## src/design/vih_pkg.sv

```systemverilog
// How it works
// - Twenty-two interrupt sources, each assignable to low or high priority.
// - Sources 0-11 come from on-chip peripherals, 12-21 from external pins.
// - A source's valid condition sets its pending flag to one.
// - Flags set even when disabled; disabled flags raise no request.
// - Enabled set flag raises request; sequencer then long-calls the source vector.
// - Return instruction ends service so program flow resumes where it left.
// - Global enable bit 7 must be one before any source enable counts.
// - Only listed sources auto-clear on vectoring; software clears the rest.
// - Flag still set after return re-requests after one further instruction.
// - Software writing one to a pending flag acts as a real event.
// - High request preempts low routine; high routine is never preempted.
// - Higher level wins; equal levels resolved by fixed source order.
// - Pending flags are sampled and decoded on every clock cycle.
// - Requests wait while equal or higher routine runs, plus one instruction.
package vih_pkg;

    // Source counts
    localparam int NUM_SRC    = 22;
    localparam int NUM_PERIPH = 12;
    localparam int NUM_EXT    = 10;

    // Register byte offsets
    localparam logic [7:0] OFS_PEND     = 8'h00;
    localparam logic [7:0] OFS_PEND_SET = 8'h04;
    localparam logic [7:0] OFS_PEND_CLR = 8'h08;
    localparam logic [7:0] OFS_IRQ_EN   = 8'h0C;
    localparam logic [7:0] OFS_EXT_EN1  = 8'h10;
    localparam logic [7:0] OFS_EXT_EN2  = 8'h14;
    localparam logic [7:0] OFS_PRIO     = 8'h18;
    localparam logic [7:0] OFS_STATUS   = 8'h1C;

    // Field positions
    localparam int GLOBAL_EN_BIT = 7;
    localparam int IRQ_EN_SRCS   = 6;

    // Reset values
    localparam logic [21:0] RST_PEND = 22'h000000;
    localparam logic [21:0] RST_PRIO = 22'h000000;
    localparam logic [7:0]  RST_EN   = 8'h00;

    // Sources cleared by hardware when vectored; edge-type external inputs
    localparam logic [21:0] AUTO_CLEAR_MASK  = 22'h3FF000;
    // External inputs bonded out in this variant
    localparam logic [9:0]  EXT_PRESENT_MASK = 10'h3FF;

    // Vector table: base plus fixed stride per source
    localparam logic [15:0] VEC_BASE = 16'h0003;
    localparam logic [15:0] VEC_STEP = 16'h0008;

    // Bus response
    localparam logic HRESP_OKAY = 1'b0;

    // In-service state
    typedef enum logic [1:0] {
        SVC_IDLE     = 2'b00,
        SVC_LOW      = 2'b01,
        SVC_HIGH     = 2'b10,
        SVC_HIGH_LOW = 2'b11
    } vih_svc_t;

    // Vector address of one source
    function automatic logic [15:0] vih_vector(input logic [4:0] id);
        logic [15:0] off;
        off = VEC_STEP * {11'h000, id};
        return 16'(VEC_BASE + off);
    endfunction : vih_vector

endpackage : vih_pkg

```

## src/design/vih_arb_if.sv

```systemverilog
`timescale 1ns/1ns
`default_nettype none
// Request vectors in, winning source out
interface vih_arb_if;
    logic [21:0] reqHigh;
    logic [21:0] reqLow;
    logic        winValid;
    logic        winHigh;
    logic [4:0]  winId;

    modport ctrl (output reqHigh, output reqLow, input winValid, input winHigh, input winId);
    modport arb  (input reqHigh, input reqLow, output winValid, output winHigh, output winId);
endinterface : vih_arb_if
`default_nettype wire

```

## src/design/vih_ext_sync.sv

```systemverilog
`timescale 1ns/1ns
`default_nettype none
module vih_ext_sync
    import vih_pkg::*;
(
    // Clock and reset
    input  wire logic               ref_clk,
    input  wire logic               arst_n,
    // Active-low pins and falling-edge pulses
    input  wire logic [NUM_EXT-1:0] extIrqN,
    output logic      [NUM_EXT-1:0] extFall
);

    logic [NUM_EXT-1:0] meta_reg;
    logic [NUM_EXT-1:0] sync_reg;
    logic [NUM_EXT-1:0] prev_reg;

    ////////////////////////////////////////////////////////////////////////////////
    // Per-pin two-flop synchroniser and edge detector
    genvar g;
    generate
        for (g = 0; g < NUM_EXT; g++) begin : gPin
            always_ff @(posedge ref_clk or negedge arst_n) begin
                if (!arst_n) begin
                    meta_reg[g] <= 1'b1;
                    sync_reg[g] <= 1'b1;
                    prev_reg[g] <= 1'b1;
                end else begin
                    meta_reg[g] <= extIrqN[g];
                    sync_reg[g] <= meta_reg[g];
                    prev_reg[g] <= sync_reg[g];
                end
            end
            assign extFall[g] = prev_reg[g] & ~sync_reg[g]; // High-to-low edge
        end
    endgenerate

endmodule : vih_ext_sync
`default_nettype wire

```

## src/design/vih_arbiter.sv

```systemverilog
`timescale 1ns/1ns
`default_nettype none
module vih_arbiter
    import vih_pkg::*;
(
    // Request vectors and winner
    vih_arb_if.arb arb
);

    ////////////////////////////////////////////////////////////////////////////////
    // High level first, lowest index first within a level
    always_comb begin
        arb.winValid = 1'b0;
        arb.winHigh  = 1'b0;
        arb.winId    = 5'h00;
        for (int i = NUM_SRC - 1; i >= 0; i--) begin
            if (arb.reqLow[i]) begin
                arb.winValid = 1'b1;
                arb.winId    = 5'(i);
            end
        end
        for (int i = NUM_SRC - 1; i >= 0; i--) begin
            if (arb.reqHigh[i]) begin
                arb.winValid = 1'b1;
                arb.winHigh  = 1'b1;
                arb.winId    = 5'(i);
            end
        end
    end

endmodule : vih_arbiter
`default_nettype wire

```

## src/design/vih_top.sv

```systemverilog
`timescale 1ns/1ns
`default_nettype none
module vih_top
    import vih_pkg::*;
(
    // Clock and reset
    input  wire logic                  ref_clk,
    input  wire logic                  arst_n,
    // AHB-Lite slave
    input  wire logic                  hsel,
    input  wire logic [31:0]           haddr,
    input  wire logic [1:0]            htrans,
    input  wire logic                  hwrite,
    input  wire logic [2:0]            hsize,
    input  wire logic [31:0]           hwdata,
    input  wire logic                  hready,
    output logic                       hreadyout,
    output logic                       hresp,
    output logic      [31:0]           hrdata,
    // Interrupt sources
    input  wire logic [NUM_PERIPH-1:0] periphEvent,
    input  wire logic [NUM_EXT-1:0]    extIrqN,
    // CPU sequencer
    output logic                       irqReq,
    output logic      [15:0]           irqVector,
    output logic                       irqLevelHigh,
    input  wire logic                  irqAck,
    input  wire logic                  instrDone,
    input  wire logic                  retiDone
);

    logic [21:0]  pend_reg;
    logic [21:0]  pend_next;
    logic [21:0]  prio_reg;
    logic [7:0]   irqEn_reg;
    logic [7:0]   extEn1_reg;
    logic [7:0]   extEn2_reg;
    logic         wrActive_reg;
    logic [7:0]   wrAddr_reg;
    logic [31:0]  hrdata_reg;
    logic         irqReq_reg;
    logic         irqReq_next;
    logic [15:0]  irqVector_reg;
    logic         irqHigh_reg;
    logic [4:0]   reqId_reg;
    logic         holdoff_reg;
    vih_svc_t     svc_reg;
    vih_svc_t     svc_next;
    logic [9:0]   extFall;
    logic [21:0]  hwSet;
    logic [21:0]  swSet;
    logic [21:0]  anyClr;
    logic [21:0]  srcEnable;
    logic [21:0]  armed;
    logic         globalEn;
    logic         allowLow;
    logic         allowHigh;
    logic         ackTake;
    logic         gate;
    logic         addrPhase;
    logic [31:0]  readMux;

    vih_arb_if arbBus ();

    ////////////////////////////////////////////////////////////////////////////////
    // External pin synchroniser and priority arbiter
    vih_ext_sync uSync (
        .ref_clk (ref_clk),
        .arst_n  (arst_n),
        .extIrqN (extIrqN),
        .extFall (extFall)
    );

    vih_arbiter uArb (
        .arb (arbBus.arb)
    );

    ////////////////////////////////////////////////////////////////////////////////
    // AHB-Lite address phase capture; zero wait states
    assign addrPhase = hsel & htrans[1] & hready;
    assign hreadyout = 1'b1;
    assign hresp     = HRESP_OKAY;
    assign hrdata    = hrdata_reg;

    always_ff @(posedge ref_clk or negedge arst_n) begin
        if (!arst_n) begin
            wrActive_reg <= 1'b0;
            wrAddr_reg   <= 8'h00;
        end else begin
            wrActive_reg <= addrPhase & hwrite;
            wrAddr_reg   <= addrPhase ? haddr[7:0] : wrAddr_reg;
        end
    end

    // Read multiplexer; unmapped reads give zero
    always_comb begin
        case (haddr[7:0])
            OFS_PEND:    readMux = {10'h000, pend_reg};
            OFS_IRQ_EN:  readMux = {24'h000000, irqEn_reg[7], 1'b0, irqEn_reg[5:0]};
            OFS_EXT_EN1: readMux = {24'h000000, extEn1_reg};
            OFS_EXT_EN2: readMux = {24'h000000, extEn2_reg};
            OFS_PRIO:    readMux = {10'h000, prio_reg};
            OFS_STATUS:  readMux = {22'h000000, svc_reg, holdoff_reg, irqReq_reg, 1'b0,
                                    reqId_reg};
            default:     readMux = 32'h00000000;
        endcase
    end

    // Read data latched at the address phase
    always_ff @(posedge ref_clk or negedge arst_n) begin
        if (!arst_n) begin
            hrdata_reg <= 32'h00000000;
        end else if (addrPhase && !hwrite) begin
            hrdata_reg <= readMux;
        end
    end

    ////////////////////////////////////////////////////////////////////////////////
    // Enable and priority registers written in the data phase
    always_ff @(posedge ref_clk or negedge arst_n) begin
        if (!arst_n) begin
            irqEn_reg  <= RST_EN;
            extEn1_reg <= RST_EN;
            extEn2_reg <= RST_EN;
            prio_reg   <= RST_PRIO;
        end else if (wrActive_reg) begin
            case (wrAddr_reg)
                OFS_IRQ_EN:  irqEn_reg  <= {hwdata[7], 1'b0, hwdata[5:0]};
                OFS_EXT_EN1: extEn1_reg <= hwdata[7:0];
                OFS_EXT_EN2: extEn2_reg <= hwdata[7:0];
                OFS_PRIO:    prio_reg   <= hwdata[21:0];
                default:     prio_reg   <= prio_reg;
            endcase
        end
    end

    ////////////////////////////////////////////////////////////////////////////////
    // Pending flags: hardware set, software set and clear, auto-clear
    assign hwSet  = {extFall & EXT_PRESENT_MASK, periphEvent};
    assign swSet  = (wrActive_reg && wrAddr_reg == OFS_PEND_SET) ? hwdata[21:0] : 22'h000000;
    assign ackTake = irqAck & irqReq_reg;

    always_comb begin
        anyClr = 22'h000000;
        if (wrActive_reg && wrAddr_reg == OFS_PEND_CLR) begin
            anyClr = hwdata[21:0];
        end
        if (ackTake && AUTO_CLEAR_MASK[reqId_reg]) begin
            anyClr[reqId_reg] = 1'b1;
        end
        pend_next = (pend_reg & ~anyClr) | hwSet | swSet;
    end

    always_ff @(posedge ref_clk or negedge arst_n) begin
        if (!arst_n) begin
            pend_reg <= RST_PEND;
        end else begin
            pend_reg <= pend_next;
        end
    end

    ////////////////////////////////////////////////////////////////////////////////
    // Gating by enables and by the level in service
    assign globalEn  = irqEn_reg[GLOBAL_EN_BIT];
    assign srcEnable = {extEn2_reg, extEn1_reg, irqEn_reg[IRQ_EN_SRCS-1:0]};
    assign armed     = globalEn ? (pend_reg & srcEnable) : 22'h000000;
    assign allowHigh = (svc_reg == SVC_IDLE) || (svc_reg == SVC_LOW);
    assign allowLow  = (svc_reg == SVC_IDLE);
    assign arbBus.reqHigh = allowHigh ? (armed & prio_reg) : 22'h000000;
    assign arbBus.reqLow  = allowLow ? (armed & ~prio_reg) : 22'h000000;

    // After a return, hold off until one further instruction completes
    assign gate = retiDone | (holdoff_reg & ~instrDone);

    always_ff @(posedge ref_clk or negedge arst_n) begin
        if (!arst_n) begin
            holdoff_reg <= 1'b0;
        end else if (retiDone) begin
            holdoff_reg <= 1'b1;
        end else if (instrDone) begin
            holdoff_reg <= 1'b0;
        end
    end

    ////////////////////////////////////////////////////////////////////////////////
    // In-service level tracking
    always_comb begin
        svc_next = svc_reg;
        case (svc_reg)
            SVC_IDLE: begin
                if (ackTake) begin
                    svc_next = irqHigh_reg ? SVC_HIGH : SVC_LOW;
                end
            end
            SVC_LOW: begin
                if (ackTake && irqHigh_reg) begin
                    svc_next = SVC_HIGH_LOW;
                end else if (retiDone) begin
                    svc_next = SVC_IDLE;
                end
            end
            SVC_HIGH: begin
                if (retiDone) begin
                    svc_next = SVC_IDLE;
                end
            end
            SVC_HIGH_LOW: begin
                if (retiDone) begin
                    svc_next = SVC_LOW;
                end
            end
            default: svc_next = SVC_IDLE;
        endcase
    end

    always_ff @(posedge ref_clk or negedge arst_n) begin
        if (!arst_n) begin
            svc_reg <= SVC_IDLE;
        end else begin
            svc_reg <= svc_next;
        end
    end

    ////////////////////////////////////////////////////////////////////////////////
    // Request strobe and vector, re-decoded every cycle
    assign irqReq_next = arbBus.winValid & ~gate & ~ackTake;

    always_ff @(posedge ref_clk or negedge arst_n) begin
        if (!arst_n) begin
            irqReq_reg    <= 1'b0;
            irqHigh_reg   <= 1'b0;
            reqId_reg     <= 5'h00;
            irqVector_reg <= 16'h0000;
        end else begin
            irqReq_reg <= irqReq_next;
            if (irqReq_next) begin
                irqHigh_reg   <= arbBus.winHigh;
                reqId_reg     <= arbBus.winId;
                irqVector_reg <= vih_vector(arbBus.winId);
            end
        end
    end

    assign irqReq       = irqReq_reg;
    assign irqVector    = irqVector_reg;
    assign irqLevelHigh = irqHigh_reg;
endmodule : vih_top
`default_nettype wire

```

## config.mk

```make
export PLATFORM = sky130hd
export DESIGN_NAME = vih_top
export DESIGN_NICKNAME = d
export VERILOG_FILES = /design/src/design/vih_pkg.sv /design/src/design/vih_arb_if.sv /design/src/design/vih_ext_sync.sv /design/src/design/vih_arbiter.sv /design/src/design/vih_top.sv
export SDC_FILE = /design/constraint.sdc
export NUM_CORES = 1
export LEC_CHECK = 0
export BUFFER_PORTS_ARGS = -buffer_cell sky130_fd_sc_hd__buf_4
export CELL_PAD_IN_SITES_DETAIL_PLACEMENT = 0
export CELL_PAD_IN_SITES_GLOBAL_PLACEMENT = 2
export CORE_UTILIZATION = 35
export DETAILED_ROUTE_END_ITERATION = 10
export PLACE_DENSITY = 0.87
export SYNTH_ARGS = -nofsm -noshare
export SYNTH_HDL_FRONTEND = slang
export SYNTH_HIERARCHICAL = 1
export SYNTH_SLANG_ARGS = --single-unit
```

## constraint.sdc

```tcl
create_clock -name ref_clk -period 3.6 [get_ports ref_clk]
set_input_delay 0.18 -clock ref_clk [delete_from_list [all_inputs] [get_ports ref_clk]]
set_output_delay 0.18 -clock ref_clk [all_outputs]
set_load 0.02 [all_outputs]
```

Word-level counts from Yosys, hierarchy flattened:

Memory sizes are Yosys's and may differ from the RTL's.
Cells that the tools add are included.

* $add $sub $neg: 1
* multipliers: 0
* magnitude comparators: 2
* equal/unequal tests: 16
* multiplexer cells: 128
* divide/modulo/power cells: 0
* reduce and logical (&&, ||, !) cells: 16
* bitwise logic cells: 40
* shift operators: 0

Operators with widths (count)
* 2-to-1 mux 5 bit: 44
* 2-to-1 mux 22 bit: 6
* case mux 22 bit (6 select lines): 1
* AND 22 bit: 4
* 2-to-1 mux 1 bit: 70
* OR 22 bit: 3
* == test 8 x 5 -> 1 bit (second input constant): 7
* inverter 22 bit: 2
* == test 8 x 4 -> 1 bit (second input constant): 3
* AND 1 bit: 17
* inverter 1 bit: 13
* 2-to-1 mux 2 bit: 5
* AND reduction 2 bit: 5
* adder 2 x 8 -> 9 bit (first input constant): 1
* == test 8 x 3 -> 1 bit (second input constant): 1
* zero test 8 bit: 1
* case mux 2 bit (4 select lines): 1
* logical AND 1 bit: 6
* less-than comparator 5 x 6 -> 1 bit (second input constant): 1
* demux 1 bit (select 5 bit): 1
* >= comparator 5 x 1 -> 1 bit (second input constant): 1
* == test 2 bit (second input constant): 2
* == test 2 x 1 -> 1 bit (second input constant): 1
* zero test 2 bit: 1
* 6 further kinds: 6

* RAM bits: 0
* bits in registers: 164
* bits in latches: 0
* bits in read-only memories: 32
* logic and storage cells: 248
* memories kept: 1
* output and inout bits: 52

Memory list
* (no name shown): depth 32, bits a word 1, read ports 1, clocked after memory_dff 0, write ports 0, line vih_top.sv:148 `if (ackTake && AUTO_CLEAR_MASK[reqId_reg]) begin`

Depth between registers and ports, before layout:

* depth in word-level cells: 50
* mapped depth: 12
* gate-level depth less buffers: 11

Modules after synthesis:

The synthesis kept the hierarchy.

By module, submodules not included
* vih_top: instances 1, area an instance 5495.3 um2, cells an instance 502
* vih_ext_sync: instances 1, area an instance 925.9 um2, cells an instance 40
* vih_arbiter: instances 1, area an instance 563.0 um2, cells an instance 97

Worst setup path before layout:

OpenSTA, ideal clock, no wires.

* kind: reg-to-reg
* start: register irqEn_reg[7]
* end: register irqVector_reg[1], in the netlist irqVector[1]
* path buffers: 1
* arrival time: 2973 ps
* stages on the path, launching flop included: 12
* setup time: 127 ps
* slack: 500 ps
* required time: 3473 ps
* path through: dfrtp_1 nor2b_1 clkbuf_1 and4_1 or4_4 nand2b_4 or3_1 or4_4 or2_1 nand2_1 nor2_1 or2_2

* elaborated cells between the ends (all ways): 51
* those cells by class: mux (47); bitwise (4)

RTL lines
* from (decl): line vih_top.sv:35 `logic [7:0] irqEn_reg;`
* from (signal assigned): line vih_top.sv:128 `OFS_IRQ_EN: irqEn_reg <= {hwdata[7], 1'b0, hwdata[5:0]};`
* 2-to-1 mux 22 bit: line vih_top.sv:166 `assign armed = globalEn ? (pend_reg & srcEnable) : 22'h000000;`
* AND 22 bit: line vih_top.sv:169 `assign arbBus.reqHigh = allowHigh ? (armed & prio_reg) : 22'h000000;`
* 2-to-1 mux 22 bit: line vih_top.sv:169
* named net arbBus.reqHigh[7]: line vih_arb_if.sv:5 `logic [21:0] reqHigh;`
* 2-to-1 mux 1 bit (8 in a row): line vih_arbiter.sv:23 `if (arb.reqHigh[i]) begin`
* named net arbBus.winValid: line vih_arb_if.sv:7 `logic winValid;`
* AND 1 bit (2 in a row): line vih_top.sv:226 `assign irqReq_next = arbBus.winValid & ~gate & ~ackTake;`
* named net irqReq_next: line vih_top.sv:42 `logic irqReq_next;`
* to (signal assigned): line vih_top.sv:239 `irqVector_reg <= vih_vector(arbBus.winId);`
* to (decl): line vih_top.sv:43 `logic [15:0] irqVector_reg;`

The timed path passes the listed nets, and every way through them passes these cells.
A chain may end at the register's enable or synchronous reset.

Final worst setup path:

* start: register irqEn_reg[7]
* end: register reqId_reg[0]

* elaborated cells between the ends (all ways): 95
* those cells by class: mux (91); bitwise (4)

RTL lines
* 2-to-1 mux 22 bit: line vih_top.sv:166
* AND 22 bit: line vih_top.sv:169
* 2-to-1 mux 22 bit: line vih_top.sv:169
* named net arbBus.reqHigh[15]: line vih_arb_if.sv:5
* 2-to-1 mux 1 bit (16 in a row): line vih_arbiter.sv:23
* named net arbBus.winValid: line vih_arb_if.sv:7
* AND 1 bit (2 in a row): line vih_top.sv:226
* named net irqReq_next: line vih_top.sv:42
* to (signal assigned): line vih_top.sv:238 `reqId_reg <= arbBus.winId;`
* to (decl): line vih_top.sv:45 `logic [4:0] reqId_reg;`

The timed path passes the listed nets, and every way through them passes these cells.

==> impl_results.md <==
* Status: finished, final reports clean
* DRC errors left at 0
* Syn Std Cell Area at 0.00698 mm2
* Synth async-reset ratio at 100%
* Initial Utilization at 35.8%
* WL/cell at 20.3 um
* Main synth FF type: dfrtp_1
* RePlAce Congestion at 0.863
* I/O pins at 151
* Hold Crit Depth at 3
* Largest family of logic cells by synthesized area: simple AND/OR/NAND/NOR gates
* Min Tclk post-route at 3300 ps
* Site row count at 51
* Mux cell area share after synthesis at 11.1%
* CTS tree: done
* FF+latch count, synth at 139
* Port Buffers at 91
* Worst Path Arrival at 3610 ps
* Setup TNS at 0 ps
* RSZ-0062 raised after global routing: false
* Area grow syn2layout at 27.8%
* YS warnings at 6
* Initial antenna violation count at 0
* Setup crit start: irqEn_reg[7]
* Slowest stage delay, CP at 440 ps
* Worst-Margin Slew at 986 ps
* Routed vias at 5593
* DRT Wirelength at 21.4 mm
* Postcts setup bufs at 0
* Ranking of synthesized cells by area: dfrtp_1 39%, dfstp_2 11%, mux2_2 9.5%, nand2_1 3.8%, and4_1 2.8%
* Largest area contributor in the netlist: dfrtp_1
* Critical path endpoint: reqId_reg[0]
* Max Freq at 303 MHz
* Pre-CTS setup slack at 180 ps
* Wl on met1 at 9.28 mm
* Crit path max fanout at 13
* # nets final at 873
* Grt total ovfl at 0
* Critical Path End Type: register
* Post-synthesis cell type count at 64
* Post-synthesis xor/xnor area fraction at 0%
* Critical Setup Path Class: register to register
* Number of max-cap violations at 0
* Slowest CP cell: nor4_4
* Largest net degree at the start of global routing at 107
* Max-slew violation count at 0
* Pwr Total at 4030 uW
* Compound-gate portion of the synthesized area at 13.7%
* ANT nets after route at 0
* First-pass GRT wire length at 32.4 mm
* CTS Sinks at 139
* Layout cells sized above 1 at 32.8%
* Final period util at 91.7%
* Pwr Density at 451 mW/mm2
* EDFF count, synth at 0
* Htree depth at 4
* CP startpoint kind: register
* CP cell instances: nor2b_2 > buf_4 > and4_1 > nor4_4 > nand2b_4 > or3_1 > or4_4 > or2_1 > nand2_1 > nor2_1 > mux2_2
* Overall die height at 143 um
* Final Hold Viols at 0
* Commonest non-fill, non-tap cells in the layout: 109 x dfrtp_1, 107 x buf_4, 70 x nand2_1, 59 x mux2_2, 38 x nor3_1
* Clock skew at 7.79 ps
* Clock Latency Late Sink at 420 ps
* Hold Crit Class: input pin to register
* CTS Buffer Depth at 2
* Routed length on met3 at 1.11 mm
* CTS Buf Count at 17
* DP HPWL at 15.7 mm
* Most common cell after layout, fill and taps aside: dfrtp_1
* DIE AREA at 0.0205 mm2
* First-pass detailed-route iteration total at 8
* Initial DRC count at 372
* Adder-Cell Fraction of Synth Area at 0%
* Die W at 143 um
* Top-area cell type share of the netlist area at 39.1%
* Met2 routed WL at 10.3 mm
* Leak at 0.00383 uW
* Worst reg2reg path depth at 11
* Core region area at 0.0195 mm2
* Top Layer Used: met4
* Overall routing resource usage at 21.8%
* Vias in the first global route at 5627
* Endpoints failing setup at 0
* Clock Tree Root: clkbuf_16
* Max transition margin at 34.2%
* Critical path required time at 3900 ps
* Synthesized area per cell at 10.9 um2
* Post-Synth Simple-Gate Area at 19.7%
* Slack of the critical path at 297 ps
* VDD IR max at 0.308 mV
* Clk slew on worst S/H paths at 60 ps
* RR Endpoint: reqId_reg[0]
* Synth Instances at 639
* Seq/Total Area, Yosys at 50.3%
* ANT cells at 0
* Worst reg-to-reg setup slack at 300 ps
* Reg2reg start: irqEn_reg[7]
* Post-DR vias/cell at 5.32
## repair_timing
action	4_1_cts	5_1_grt
gates resized for setup	0	1
endpoints found under the setup margin	0	6
hold buffers	35	0
hold endpoints to repair	111	0
## cells by family (layout without fill, tap and decap cells)
| logic type | after synthesis | after routing |
|---|---|---|
| mux | 69 | 69 |
| compound gates | 132 | 132 |
| simple gates | 231 | 231 |
| other cells | 2 | 21 |
| buf+inv | 66 | 195 |
| flops | 139 | 139 |
## per-stage QoR
step | instance area [um2] | hold WS [ps] | util, % | cells
2_1_floorplan | 7060 | -116 | - | 658
3_3_place_gp | 7930 | 288 | 40.6 | 985
3_5_place_dp | 7930 | 289 | 40.6 | 985
4_1_cts | 8920 | 0.318 | 45.7 | 1052
5_1_grt | 8920 | 1.67 | 45.7 | 1052
6_report | 8920 | 3.44 | 45.7 | 1052
## final cells by class
cell class	instances	area [um2]
inverters	20	75.1
clock buffers	21	470
clock inverters	11	166
well taps	265	332
fillers	1909	10600
repair buffers	143	1160
multi-input cells	453	3200
flip-flops and latches	139	3520
## worst max-delay path: cells and delay by family (launching register included)
kind	cells	cell delay, ps
simple gates	9	2250
mux	1	310
buf+inv	1	210
flops	1	420
## synthesized netlist by cell type, types with 4 or more instances
master      n
a211o_1     8
a21oi_1    12
a221o_1    14
a221oi_1    8
a22o_1      9
a22oi_1    21
and3_1      6
and4_1     22
buf_2       5
buf_4      22
clkbuf_1   14
dfrtp_1   109
dfstp_2    30
inv_1      20
mux2_2     59
mux2i_1     9
nand2_1    70
nand2b_1    6
nand3_1     8
nand3b_1    4
nor2_1     33
nor2b_1     8
nor2b_4    10
nor3_1     38
o21ai_0    27
o22ai_1     4
or2_2       4
## power by group
part	internal (uW)	switching (uW)
logic	195	206
clock network	1210	677
registers	1650	86.6
total	3060	969
## worst min-delay path by stage
stage | startpoint | to | slack [ps]
3_3_place_gp | extIrqN[7] | uSync/meta_reg[7] | 290
5_1_grt | hwdata[8] | prio_reg[8] | 2
6_report | hwrite | wrActive_reg | 3
2_1_floorplan | arst_n | extEn1_reg[0] | -120
4_1_cts | hwdata[11] | prio_reg[11] | 0.3
3_5_place_dp | extIrqN[6] | uSync/meta_reg[6] | 290
## per-layer routing
metal	vias up	track usage, %
met5	-	0
met2	192	35.9
met4	0	9.46
li1	2595	-
met3	41	5.06
met1	2765	27.4
Power figures use the tool's default switching activity.
